### src/include/chs_pkg.sv
// ****************************************************************
// Channel start / hop sync constants and state types
// ****************************************************************
package chs_pkg;

   localparam int unsigned CHS_NUM_CH = 4;

   // ****************************************************************
   // External (chip level) register offsets
   // ****************************************************************
   localparam logic [7:0] CHS_EXT_SLEEP = 8'h03;
   localparam logic [7:0] CHS_EXT_PIN_CTRL = 8'h04;
   localparam logic [7:0] CHS_EXT_SOFT_CTRL = 8'h05;

   // ****************************************************************
   // Per-channel register offsets
   // ****************************************************************
   localparam logic [7:0] CHS_CH_SOFT_MIRROR = 8'h81;
   localparam logic [7:0] CHS_CH_PIN_MIRROR = 8'h82;
   localparam logic [7:0] CHS_CH_START_PRE = 8'h83;
   localparam logic [7:0] CHS_CH_HOP_PRE = 8'h84;
   localparam logic [7:0] CHS_CH_FREQ_LO = 8'h85;
   localparam logic [7:0] CHS_CH_FREQ_HI = 8'h86;
   localparam logic [7:0] CHS_CH_IN_SEL = 8'h88;

   // ****************************************************************
   // Field positions
   // ****************************************************************
   localparam int unsigned CHS_SOFT_START_BIT = 4;
   localparam int unsigned CHS_SOFT_HOP_BIT = 5;
   localparam int unsigned CHS_PIN_START_EN_BIT = 4;
   localparam int unsigned CHS_PIN_HOP_EN_BIT = 5;
   localparam int unsigned CHS_PIN_FIRST_ONLY_BIT = 6;
   localparam int unsigned CHS_IN_SEL_LSB = 7;

   // ****************************************************************
   // Extra cycles added to the preload, per trigger source
   // ****************************************************************
   localparam logic [3:0] CHS_START_SOFT_EXTRA = 4'h7;
   localparam logic [3:0] CHS_START_PIN_EXTRA = 4'h3;
   localparam logic [3:0] CHS_HOP_SOFT_EXTRA = 4'h8;
   localparam logic [3:0] CHS_HOP_PIN_EXTRA = 4'h5;

   // ****************************************************************
   // Reset values
   // ****************************************************************
   localparam logic [3:0] CHS_SLEEP_RST = 4'hf;
   localparam logic [16:0] CHS_CNT_RST = 17'h00000;

   // ****************************************************************
   // State types
   // ****************************************************************
   typedef struct packed {
      logic [3:0] sleep;
      logic [7:0] pin_ctrl;
      logic [7:0] soft_ctrl;
      logic [3:0][1:0] soft_mir;
      logic [3:0][2:0] pin_mir;
      logic [3:0][15:0] start_pre;
      logic [3:0][15:0] hop_pre;
      logic [3:0][15:0] freq_lo;
      logic [3:0][15:0] freq_hi;
      logic [3:0][1:0] in_sel;
      logic [3:0][31:0] nco_work;
      logic [15:0] rdata;
      logic ack_n;
   } chs_core_s;

   typedef struct packed {
      logic [3:0] pin_prev;
      logic taken;
   } chs_pin_s;

   localparam chs_core_s CHS_CORE_RST = '{sleep: CHS_SLEEP_RST, ack_n: 1'b1, default: '0};
   localparam chs_pin_s CHS_PIN_RST = '{default: '0};

endpackage

### src/chs_holdoff.sv
`timescale 1ns/100ps
// ****************************************************************
// Hold-off counter: loads preload plus source latency, fires at one
// ****************************************************************
module chs_holdoff
(
   input wire logic i_core_clk,
   input wire logic i_rst_n,
   input wire logic i_trig,
   input wire logic [15:0] i_preload,
   input wire logic [3:0] i_extra,
   output logic o_fire
);
   import chs_pkg::*;

   logic [16:0] cnt_q;
   logic [16:0] cnt_d;

   // Reload on every trigger, even mid-count; zero preload cancels
   always_comb
   begin
      cnt_d = cnt_q;
      if (i_trig)
      begin
         if (i_preload != 16'h0000)
            cnt_d = {1'b0, i_preload} + {13'h0000, i_extra};
         else
            cnt_d = CHS_CNT_RST;
      end
      else if (cnt_q != CHS_CNT_RST)
         cnt_d = cnt_q - 17'h00001;
   end

   // Counter register
   always_ff @(posedge i_core_clk or negedge i_rst_n)
   begin
      if (!i_rst_n)
         cnt_q <= CHS_CNT_RST;
      else
         cnt_q <= cnt_d;
   end

   assign o_fire = (cnt_q == 17'h00001);

endmodule // chs_holdoff

### src/chs_pin_trig.sv
`timescale 1ns/100ps
// ****************************************************************
// Per-channel pin trigger selection and first-trigger-only gate
// ****************************************************************
module chs_pin_trig
(
   input wire logic i_core_clk,
   input wire logic i_rst_n,
   input wire logic [3:0] i_pins,
   input wire logic [3:0] i_pin_en,
   input wire logic [1:0] i_sel,
   input wire logic i_start_en,
   input wire logic i_hop_en,
   input wire logic i_first_only,
   output logic o_start_trig,
   output logic o_hop_trig
);
   import chs_pkg::*;

   chs_pin_s q;
   chs_pin_s d;
   logic rise;
   logic accept;

   // A high level after a low sample is one trigger event
   always_comb
   begin
      d = q;
      d.pin_prev = i_pins;
      rise = i_pins[i_sel] & ~q.pin_prev[i_sel] & i_pin_en[i_sel];
      accept = rise & ~(i_first_only & q.taken);
      // Latch stays set until software drops the first-only bit
      if (!i_first_only)
         d.taken = 1'b0;
      else if (accept & (i_start_en | i_hop_en))
         d.taken = 1'b1;
      o_start_trig = accept & i_start_en;
      o_hop_trig = accept & i_hop_en;
   end

   // State register
   always_ff @(posedge i_core_clk or negedge i_rst_n)
   begin
      if (!i_rst_n)
         q <= CHS_PIN_RST;
      else
         q <= d;
   end

endmodule // chs_pin_trig

### src/chs_sync_ctrl.sv
`timescale 1ns/100ps
// Contract
// - Start counter holds 16-bit preload, counts clocks
// - Zero start preload keeps channel asleep
// - Start bit plus selects starts counters
// - Count of one clears sleep bit
// - Per-channel soft mirror register triggers channel
// - Soft start delay is preload plus six (code adds seven)
// - Start-on-pin bit and per-pin enables gate
// - Input select bits pick pin A to D
// - Selected pin high starts counters, wakes channel
// - First-only bit blocks later pin triggers
// - Per-channel pin mirror register controls channel
// - Pin start delay is preload plus three
// - Clearing sleep issues internal start and hop
// - Hop bit plus selects starts hop counters
// - Shadow frequency moves to NCO at one
// - Hop works while channel is awake
// - Soft hop delay is preload plus seven (code adds eight)
// - Hop-on-pin with pin enable starts countdown
// - Pin hop delay is preload plus five
// - Reset puts all four channels asleep
// ****************************************************************
// Start and hop synchronisation for the four channels
// ****************************************************************
module chs_sync_ctrl
(
   input wire logic i_core_clk,
   input wire logic i_rst_n,
   input wire logic i_wr,
   input wire logic i_rd,
   input wire logic i_chan_space,
   input wire logic [1:0] i_chan,
   input wire logic [7:0] i_addr,
   input wire logic [15:0] i_wdata,
   input wire logic [3:0] i_sync_pins,
   output logic [15:0] o_rdata,
   output logic o_bus_transfer_ack_n,
   output logic [3:0] o_chan_sleep,
   output logic [127:0] o_nco_freq
);
   import chs_pkg::*;

   // Register state and its next value
   chs_core_s q;
   chs_core_s d;
   // Access decode
   logic ext_wr;
   logic chan_wr;
   logic any_access;
   // Per-channel trigger strobes and counter outputs
   logic [3:0] start_soft;
   logic [3:0] hop_soft;
   logic [3:0] start_pin;
   logic [3:0] hop_pin;
   logic [3:0] start_trig;
   logic [3:0] hop_trig;
   logic [3:0] start_fire;
   logic [3:0] hop_fire;
   // Latency added to the preload, chosen per trigger source
   logic [3:0][3:0] start_extra;
   logic [3:0][3:0] hop_extra;

   // ****************************************************************
   // Access decode
   // ****************************************************************
   // Space bit picks the map; either strobe earns an acknowledge
   assign ext_wr = i_wr & ~i_chan_space;
   assign chan_wr = i_wr & i_chan_space;
   assign any_access = i_wr | i_rd;

   // ****************************************************************
   // Per-channel trigger paths and hold-off counters
   // ****************************************************************
   generate
      for (genvar g = 0; g < 4; g++)
      begin : g_chan
         // Pin routing per channel, gated by its own mirror bits
         chs_pin_trig u_pin
         (
            .i_core_clk(i_core_clk),
            .i_rst_n(i_rst_n),
            .i_pins(i_sync_pins),
            .i_pin_en(q.pin_ctrl[3:0]),
            .i_sel(q.in_sel[g]),
            .i_start_en(q.pin_mir[g][0]),
            .i_hop_en(q.pin_mir[g][1]),
            .i_first_only(q.pin_mir[g][2]),
            .o_start_trig(start_pin[g]),
            .o_hop_trig(hop_pin[g])
         );

         // Soft source wins the latency choice when both arrive together
         assign start_trig[g] = start_soft[g] | start_pin[g];
         assign hop_trig[g] = hop_soft[g] | hop_pin[g];
         assign start_extra[g] = start_soft[g] ? CHS_START_SOFT_EXTRA : CHS_START_PIN_EXTRA;
         assign hop_extra[g] = hop_soft[g] ? CHS_HOP_SOFT_EXTRA : CHS_HOP_PIN_EXTRA;

         // Start hold-off
         chs_holdoff u_start
         (
            .i_core_clk(i_core_clk),
            .i_rst_n(i_rst_n),
            .i_trig(start_trig[g]),
            .i_preload(q.start_pre[g]),
            .i_extra(start_extra[g]),
            .o_fire(start_fire[g])
         );

         // Frequency hold-off
         chs_holdoff u_hop
         (
            .i_core_clk(i_core_clk),
            .i_rst_n(i_rst_n),
            .i_trig(hop_trig[g]),
            .i_preload(q.hop_pre[g]),
            .i_extra(hop_extra[g]),
            .o_fire(hop_fire[g])
         );
      end
   endgenerate

   // ****************************************************************
   // Register writes, soft triggers, wake and hop updates, reads
   // ****************************************************************
   always_comb
   begin
      d = q;
      d.ack_n = 1'b1;
      start_soft = 4'h0;
      hop_soft = 4'h0;

      // External register space
      if (ext_wr)
      begin
         case (i_addr)
            CHS_EXT_SLEEP:
            begin
               // Sleep request is immediate; a wake waits for the start count
               for (int c = 0; c < 4; c++)
               begin
                  if (q.sleep[c] && !i_wdata[c])
                  begin
                     start_soft[c] = 1'b1;
                     hop_soft[c] = 1'b1;
                  end
               end
               // Ones sleep at once; zeros on sleeping channels only arm a start and a hop
               d.sleep = q.sleep | i_wdata[3:0];
            end
            CHS_EXT_PIN_CTRL:
            begin
               d.pin_ctrl = i_wdata[7:0];
               // Global write overwrites every channel's pin mirror
               for (int c = 0; c < 4; c++)
               begin
                  d.pin_mir[c] = i_wdata[CHS_PIN_FIRST_ONLY_BIT:CHS_PIN_START_EN_BIT];
               end
            end
            CHS_EXT_SOFT_CTRL:
            begin
               d.soft_ctrl = i_wdata[7:0];
               // Only selected channels copy the trigger bits
               for (int c = 0; c < 4; c++)
               begin
                  if (i_wdata[c])
                  begin
                     d.soft_mir[c] = i_wdata[CHS_SOFT_HOP_BIT:CHS_SOFT_START_BIT];
                     start_soft[c] = i_wdata[CHS_SOFT_START_BIT];
                     hop_soft[c] = i_wdata[CHS_SOFT_HOP_BIT];
                  end
               end
            end
            default:
            begin
               // Other external offsets ignore the write
            end
         endcase
      end

      // Channel register space
      if (chan_wr)
      begin
         case (i_addr)
            CHS_CH_SOFT_MIRROR:
            begin
               // A mirror write triggers only the addressed channel
               d.soft_mir[i_chan] = i_wdata[CHS_SOFT_HOP_BIT:CHS_SOFT_START_BIT];
               start_soft[i_chan] = i_wdata[CHS_SOFT_START_BIT];
               hop_soft[i_chan] = i_wdata[CHS_SOFT_HOP_BIT];
            end
            CHS_CH_PIN_MIRROR:
            begin
               d.pin_mir[i_chan] = i_wdata[CHS_PIN_FIRST_ONLY_BIT:CHS_PIN_START_EN_BIT];
            end
            CHS_CH_START_PRE:
            begin
               d.start_pre[i_chan] = i_wdata;
            end
            CHS_CH_HOP_PRE:
            begin
               d.hop_pre[i_chan] = i_wdata;
            end
            CHS_CH_FREQ_LO:
            begin
               d.freq_lo[i_chan] = i_wdata;
            end
            CHS_CH_FREQ_HI:
            begin
               d.freq_hi[i_chan] = i_wdata;
            end
            CHS_CH_IN_SEL:
            begin
               d.in_sel[i_chan] = i_wdata[CHS_IN_SEL_LSB+1:CHS_IN_SEL_LSB];
            end
            default:
            begin
               // Other channel offsets ignore the write
            end
         endcase
      end

      // Counter events override a same-cycle sleep write; hop ignores sleep
      for (int c = 0; c < 4; c++)
      begin
         if (start_fire[c])
         begin
            d.sleep[c] = 1'b0;
         end
         if (hop_fire[c])
         begin
            d.nco_work[c] = {q.freq_hi[c], q.freq_lo[c]};
         end
      end

      // Read mux; unmapped offsets read zero
      if (i_rd)
      begin
         d.rdata = 16'h0000;
         if (!i_chan_space)
         begin
            case (i_addr)
               CHS_EXT_SLEEP:
                  d.rdata = {12'h000, q.sleep};
               CHS_EXT_PIN_CTRL:
                  d.rdata = {8'h00, q.pin_ctrl};
               CHS_EXT_SOFT_CTRL:
                  d.rdata = {8'h00, q.soft_ctrl};
               default:
                  d.rdata = 16'h0000;
            endcase
         end
         else
         begin
            // Mirror fields read back at their write positions
            case (i_addr)
               CHS_CH_SOFT_MIRROR:
                  d.rdata = {10'h000, q.soft_mir[i_chan], 4'h0};
               CHS_CH_PIN_MIRROR:
                  d.rdata = {9'h000, q.pin_mir[i_chan], 4'h0};
               CHS_CH_START_PRE:
                  d.rdata = q.start_pre[i_chan];
               CHS_CH_HOP_PRE:
                  d.rdata = q.hop_pre[i_chan];
               CHS_CH_FREQ_LO:
                  d.rdata = q.freq_lo[i_chan];
               CHS_CH_FREQ_HI:
                  d.rdata = q.freq_hi[i_chan];
               CHS_CH_IN_SEL:
                  d.rdata = {7'h00, q.in_sel[i_chan], 7'h00};
               default:
                  d.rdata = 16'h0000;
            endcase
         end
      end

      // One-cycle low acknowledge for every access
      if (any_access)
      begin
         d.ack_n = 1'b0;
      end
   end

   // ****************************************************************
   // State register
   // ****************************************************************
   // Reset leaves every channel asleep
   always_ff @(posedge i_core_clk or negedge i_rst_n)
   begin
      if (!i_rst_n)
         q <= CHS_CORE_RST;
      else
         q <= d;
   end

   // ****************************************************************
   // Outputs, all straight from the state register
   // ****************************************************************
   assign o_rdata = q.rdata;
   assign o_bus_transfer_ack_n = q.ack_n;
   assign o_chan_sleep = q.sleep;
   assign o_nco_freq = q.nco_work;

endmodule // chs_sync_ctrl

### config.mk
export PLATFORM = sky130hd
export DESIGN_NAME = chs_sync_ctrl
export DESIGN_NICKNAME = d
export VERILOG_FILES = /design/src/include/chs_pkg.sv /design/src/chs_holdoff.sv /design/src/chs_pin_trig.sv /design/src/chs_sync_ctrl.sv
export SDC_FILE = /design/constraint.sdc
export NUM_CORES = 1
export LEC_CHECK = 0
export BUFFER_PORTS_ARGS = -buffer_cell sky130_fd_sc_hd__buf_2
export CORE_ASPECT_RATIO = 0.5
export CORE_MARGIN = 2
export CORE_UTILIZATION = 67
export CTS_BUF_LIST = sky130_fd_sc_hd__clkbuf_8
export DETAILED_ROUTE_END_ITERATION = 10
export PLACE_DENSITY = 0.85
export SYNTH_ARGS = -nofsm -noshare
export SYNTH_HDL_FRONTEND = slang
export SYNTH_HIERARCHICAL = 1
export SYNTH_SLANG_ARGS = --single-unit
### constraint.sdc
create_clock -name i_core_clk -period 4.95 [get_ports i_core_clk]
set_clock_uncertainty 0.1 [all_clocks]
set_input_delay 1.485 -clock i_core_clk [delete_from_list [all_inputs] [get_ports i_core_clk]]
set_output_delay 1.485 -clock i_core_clk [all_outputs]
set_load 0.01 [all_outputs]
After elaboration in Yosys (flattened, before gate mapping)
Cells that the tools add are included.
{"block": "word_totals", "regBits": 593, "output_inout_bits": 149}
{"block": "op_classes", "add_sub_neg": 16, "n_lt_le_gt_ge": 6, "eq_ne": 22, "muxes": 140, "bitwise_logic": 53, "reduce_logical": 52}
{"op": "17-bit two-way mux", "n": 24}
{"op": "284-bit two-way mux", "n": 1}
{"op": "64-bit bitwise mux", "n": 4}
{"op": "64-bit two-way mux", "n": 4}
{"op": "17-bit by 1-bit == test with 1-bit output, second input constant", "n": 8}
{"op": "17-bit nonzero test", "n": 8}
{"op": "17-bit by 1-bit subtractor with 17-bit output, second input constant", "n": 8}
{"op": "16-bit binary-select mux with 2-bit select", "n": 4}
{"op": "16-bit nonzero test", "n": 8}
{"op": "16-bit two-way mux", "n": 7}
{"op": "16-bit one-hot mux with 7 select lines", "n": 1}
{"op": "16-bit by 3-bit adder with 17-bit output", "n": 4}
{"op": "16-bit by 4-bit adder with 17-bit output", "n": 4}
{"op": "8-bit == test, second input constant", "n": 7}
{"op": "4-bit two-way mux", "n": 11}
{"op": "40-bit two-way mux", "n": 1}
{"op": "1-bit two-way mux", "n": 38}
{"op": "16-bit demux with 2-bit select", "n": 1}
{"op": "2-bit nonzero test", "n": 16}
{"op": "1-bit bitwise AND", "n": 30}
{"op": "1-bit binary-select mux with 2-bit select", "n": 12}
{"op": "12-bit two-way mux", "n": 2}
{"op": "8-bit two-way mux", "n": 3}
{"op": "8-bit one-hot mux with 3 select lines", "n": 1}
{"op": "other kinds (22)", "n": 82}

Logic depth before layout (Yosys ltp)
{"block": "depth", "ltp_word": 12, "ltp_mapped": 15}

Hierarchy
Netlist, hierarchy kept.
{"mod": "chs_sync_ctrl", "instances": 1, "cells_each": 1432, "area_per_inst_um2": 20823.7, "seq_area_each_um2": 11242.0}
{"mod": "chs_holdoff (g_chan[0].u_hop ...)", "instances": 7, "cells_each": 163, "area_per_inst_um2": 1458.9, "seq_area_each_um2": 425.4}
{"mod": "chs_holdoff (g_chan[3].u_start)", "instances": 1, "cells_each": 161, "area_per_inst_um2": 1481.4, "seq_area_each_um2": 425.4}
{"mod": "chs_pin_trig", "instances": 4, "cells_each": 18, "area_per_inst_um2": 210.2, "seq_area_each_um2": 125.1}

Worst setup path before layout
OpenSTA, ideal clock, no wires.
{"block": "synth_timing", "path_kind": "input port to flip-flop", "start": "input port i_addr[2]", "end": "register g_chan[2].u_hop.cnt_q[16]", "t_arrival_ns": 4.541, "t_required_ns": 4.772, "setup_slack_ns": 0.231, "cell_stages": 15, "path_buffers": 3, "cell_sequence": "buf_2 nor4bb_1 buf_2 and4b_1 buf_2 a21o_1 a21boi_0 ha_1 inv_1 fa_1 nand2b_1 a21oi_1 nand2_1 or3_1 a21oi_1"}
{"element": "start: declaration", "line": "chs_sync_ctrl.sv:34", "text": "input wire logic [7:0] i_addr,"}
{"element": "end signal: assignment", "line": "chs_holdoff.sv:40", "text": "cnt_q <= cnt_d;"}
{"element": "end: declaration", "line": "chs_holdoff.sv:16", "text": "logic [16:0] cnt_q;"}

==> results.yml <==
logic_synthesis:
  synth_mux_area_share_pct: 19.7
  synth_top_family_by_area: "multiplexers"
  yosys.area_share.adder_pct: 2.58
  postSynthCellCount: 2806
  ys_warn_count: 6
  ys_ff_latch: 605
  syn_avg_cell_area_um2: 11.9
  seq_area_frac_synth_pct: 45.4
  synth_compound_area_share_pct: 7.82
  synth_xor_xnor_area_share_pct: 4.99
  synth_ff_type: "dfrtp_1"
  synth_edf_count: 0
  ys_top_cells_by_area: "dfrtp_1, mux2_2, mux4_2, buf_4, xor2_1"
  synth-async-reset-ratio_pct: 100
  yosys.cell_types.count: 91
  yosys.area.top_type: "dfrtp_1"
  synth-simple-area-share_pct: 13.0
  netlist_area_um2: 33400
  synth_top_area_share_pct: 45.0
cts:
  cts.sinks: 605
  cts_root_buf: "clkbuf_8"
  cts.repair.resized: 0
  cts_tree: "built"
  ctsLongestPathBuffers: 3
  clock_latency_ns: 0.69
  h-tree-depth: 3
  numCtsBuffers: 85
  holdBufCountCts: 0
  clk_pin_slew_ns: 0.07
  post-cts-setup-buffers: 0
min_path:
  min_path_cells: 1
  hold_end: "o_nco_freq[38]"
  hold_path_startpoint: "o_nco_freq[38]"
  hp-class: "flip-flop to flip-flop"
timing:
  max_freq_ghz: 0.225
  setup_viol: 0
  slew_viol_final: 0
  setup_ws_ns: 0.510
  whs_ns: 0.403
  rsz0062_at_grt: "no"
  hold_viol_final: 0
  slew_headroom_pct: 15.2
  final.setup.tns_ns: 0
  worst_slew_pin_slew_ns: 1.27
  fin_crit_ns: 4.44
  period_share_pct: 89.7
die:
  initial_core_util_pct: 68.3
  die_h_um: 162
  fp-row-count: 57
  die-area_um2: 51700
  io_pins: 184
  core_area_um2: 48900
  die_w_um: 320
place:
  io_buffers: 183
  dp_hpwl_mm: 64.7
  pre_cts_ws_ns: 0.00708
  gp_congestion: 0.948
  postPlaceCellArea_um2: 34300
setup_path:
  cp-end-kind: "flip-flop"
  crit_family: "compound AO/OA/AOI/OAI gates"
  reg2reg_to: "o_nco_freq[116]"
  critPathKind: "primary input to flip-flop"
  ff2ff_setup_slack_ns: 1.54
  setup.worst_path.start_class: "primary input"
  r2r_cells: 6
  arrival_ns: 4.94
  cp_data_required_time_ns: 5.45
  cp_num_buf_inv: 3
  path_cells: "buf_2, nor4_1, buf_4, and4b_1, a21o_1, a21boi_0, ha_1, inv_1, fa_1, nand2b_1, a21oi_1, nand2_1, or3_1, a21oi_1"
  cp_slowest_cell: "a21boi_0"
  r2r_start: "g_chan[3].u_hop/cnt_q[5]"
  max_stage_delay_ns: 0.66
  path_max_fanout: 6
  path_common_cell: "a21oi_1"
grt:
  grt-ovfl-total: 0
  grt_usage_pct: 37.3
  grt_max_degree: 97
  grt_first_pass_wirelength_mm: 148
  grt_pass1_vias: 25300
  grt_antenna_before_repair: 4
detailed_routing:
  wl_per_cell_um: 26.4
  vias: 24900
  first_pass_iters: 6
  detail_route.vias_per_cell: 6.84
  drtIter0Drc: 2880
  drc: 0
  drtAntennaViolNets: 0
  wirelength_mm: 96.2
cells_and_area:
  mostFrequentLayoutCells: "dfrtp_1, mux2_2, buf_2"
  drive_above_1_share_pct: 34.3
  final_area_um2: 36100
  final_common_cell: "dfrtp_1"
  area_delta_synth_final_pct: 8.24
  nets: 3015
  fin_util_pct: 73.9
power:
  peakVddDrop_uv: 214
  p_per_area_nw_per_um2: 308
  leakage_nw: 16.5
run_status:
  outcome: "finished clean"
run:
  maxCapViolCount: 0
worst max path at each step:
stage,slack (ns),start,cells past startpoint,endpoint
after global placement,0.16,i_addr[4],14,g_chan[2].u_hop/cnt_q[16]
final,0.51,i_addr[4],14,g_chan[2].u_hop/cnt_q[16]
after floorplan,0.23,i_addr[2],15,g_chan[2].u_hop/cnt_q[16]
after global routing,0.32,i_addr[5],14,g_chan[2].u_hop/cnt_q[16]
after detailed placement,0.007,i_addr[4],14,g_chan[2].u_hop/cnt_q[16]
after CTS,0.67,i_addr[4],14,g_chan[2].u_hop/cnt_q[16]
metrics by stage:
| stage | total power, mW | instances |
|---|---|---|
| after floorplan | 6.65 | 2828 |
| after global placement | 6.98 | 3478 |
| after detailed placement | 7.06 | 3478 |
| after CTS | 11.1 | 3636 |
| after global routing | 11.5 | 3638 |
| final | 11.1 | 3639 |
cells in the mapped netlist (22+ instances only):
cell and count:
nand4_1 39, a211oi_1 34, a21oi_1 57, o32ai_1 33, mux2_2 419, ha_1 56, nand2_1 115, clkbuf_1 89
nor4_1 56, nand3_1 60, dfrtp_1 600, or4_1 30, xor2_1 112, and3_1 28, nor3_1 54, buf_4 160
o22a_1 22, nor2_1 115, inv_1 71, mux4_2 70, xnor2_1 78, o22ai_1 43, o21ai_0 43
power by group:
part / switching, mW / total, mW / internal, mW
sequential: 0.426 / 5.66 / 5.23
combinational: 0.742 / 1.35 / 0.609
clock: 2.06 / 4.11 / 2.05
logic make-up (layout without fill, tap and decap cells):
group                    Yosys count  after routing
AND/OR/NAND/NOR                  697            697
flip-flops                       605            605
multiplexers                     512            512
buffers and inverters            372            531
AO/OA/AOI/OAI                    364            364
XOR/XNOR                         190            190
adder cells (fa/ha/maj)           64             64
other                              2             27
worst reg2reg max path: cells and delay by family (launching register included):
kind / cells / cell delay (ns)
buf+inv: 1 / 0.40
flops: 1 / 0.46
mux: 1 / 0.38
simple gates: 4 / 1.97
layer usage:
metal	share of wire (%)	vias up	global-route usage [%]
met5	0.18	-	0
met4	5.4	6	18.7
met3	10	397	10.4
met2	47	1443	59.2
met1	38	12600	47.6
li1	-	10400	-
final cells by class:
class	count	area (µm²)
antenna	3	7.51
clock buffer	109	1500
clock inverter	49	253
fill	3015	12700
inverter	72	270
multi-input combinational	1851	16200
sequential	605	15100
tap	649	812
timing repair buffer	301	1930
Note: power is estimated with default switching activity, not from simulation.
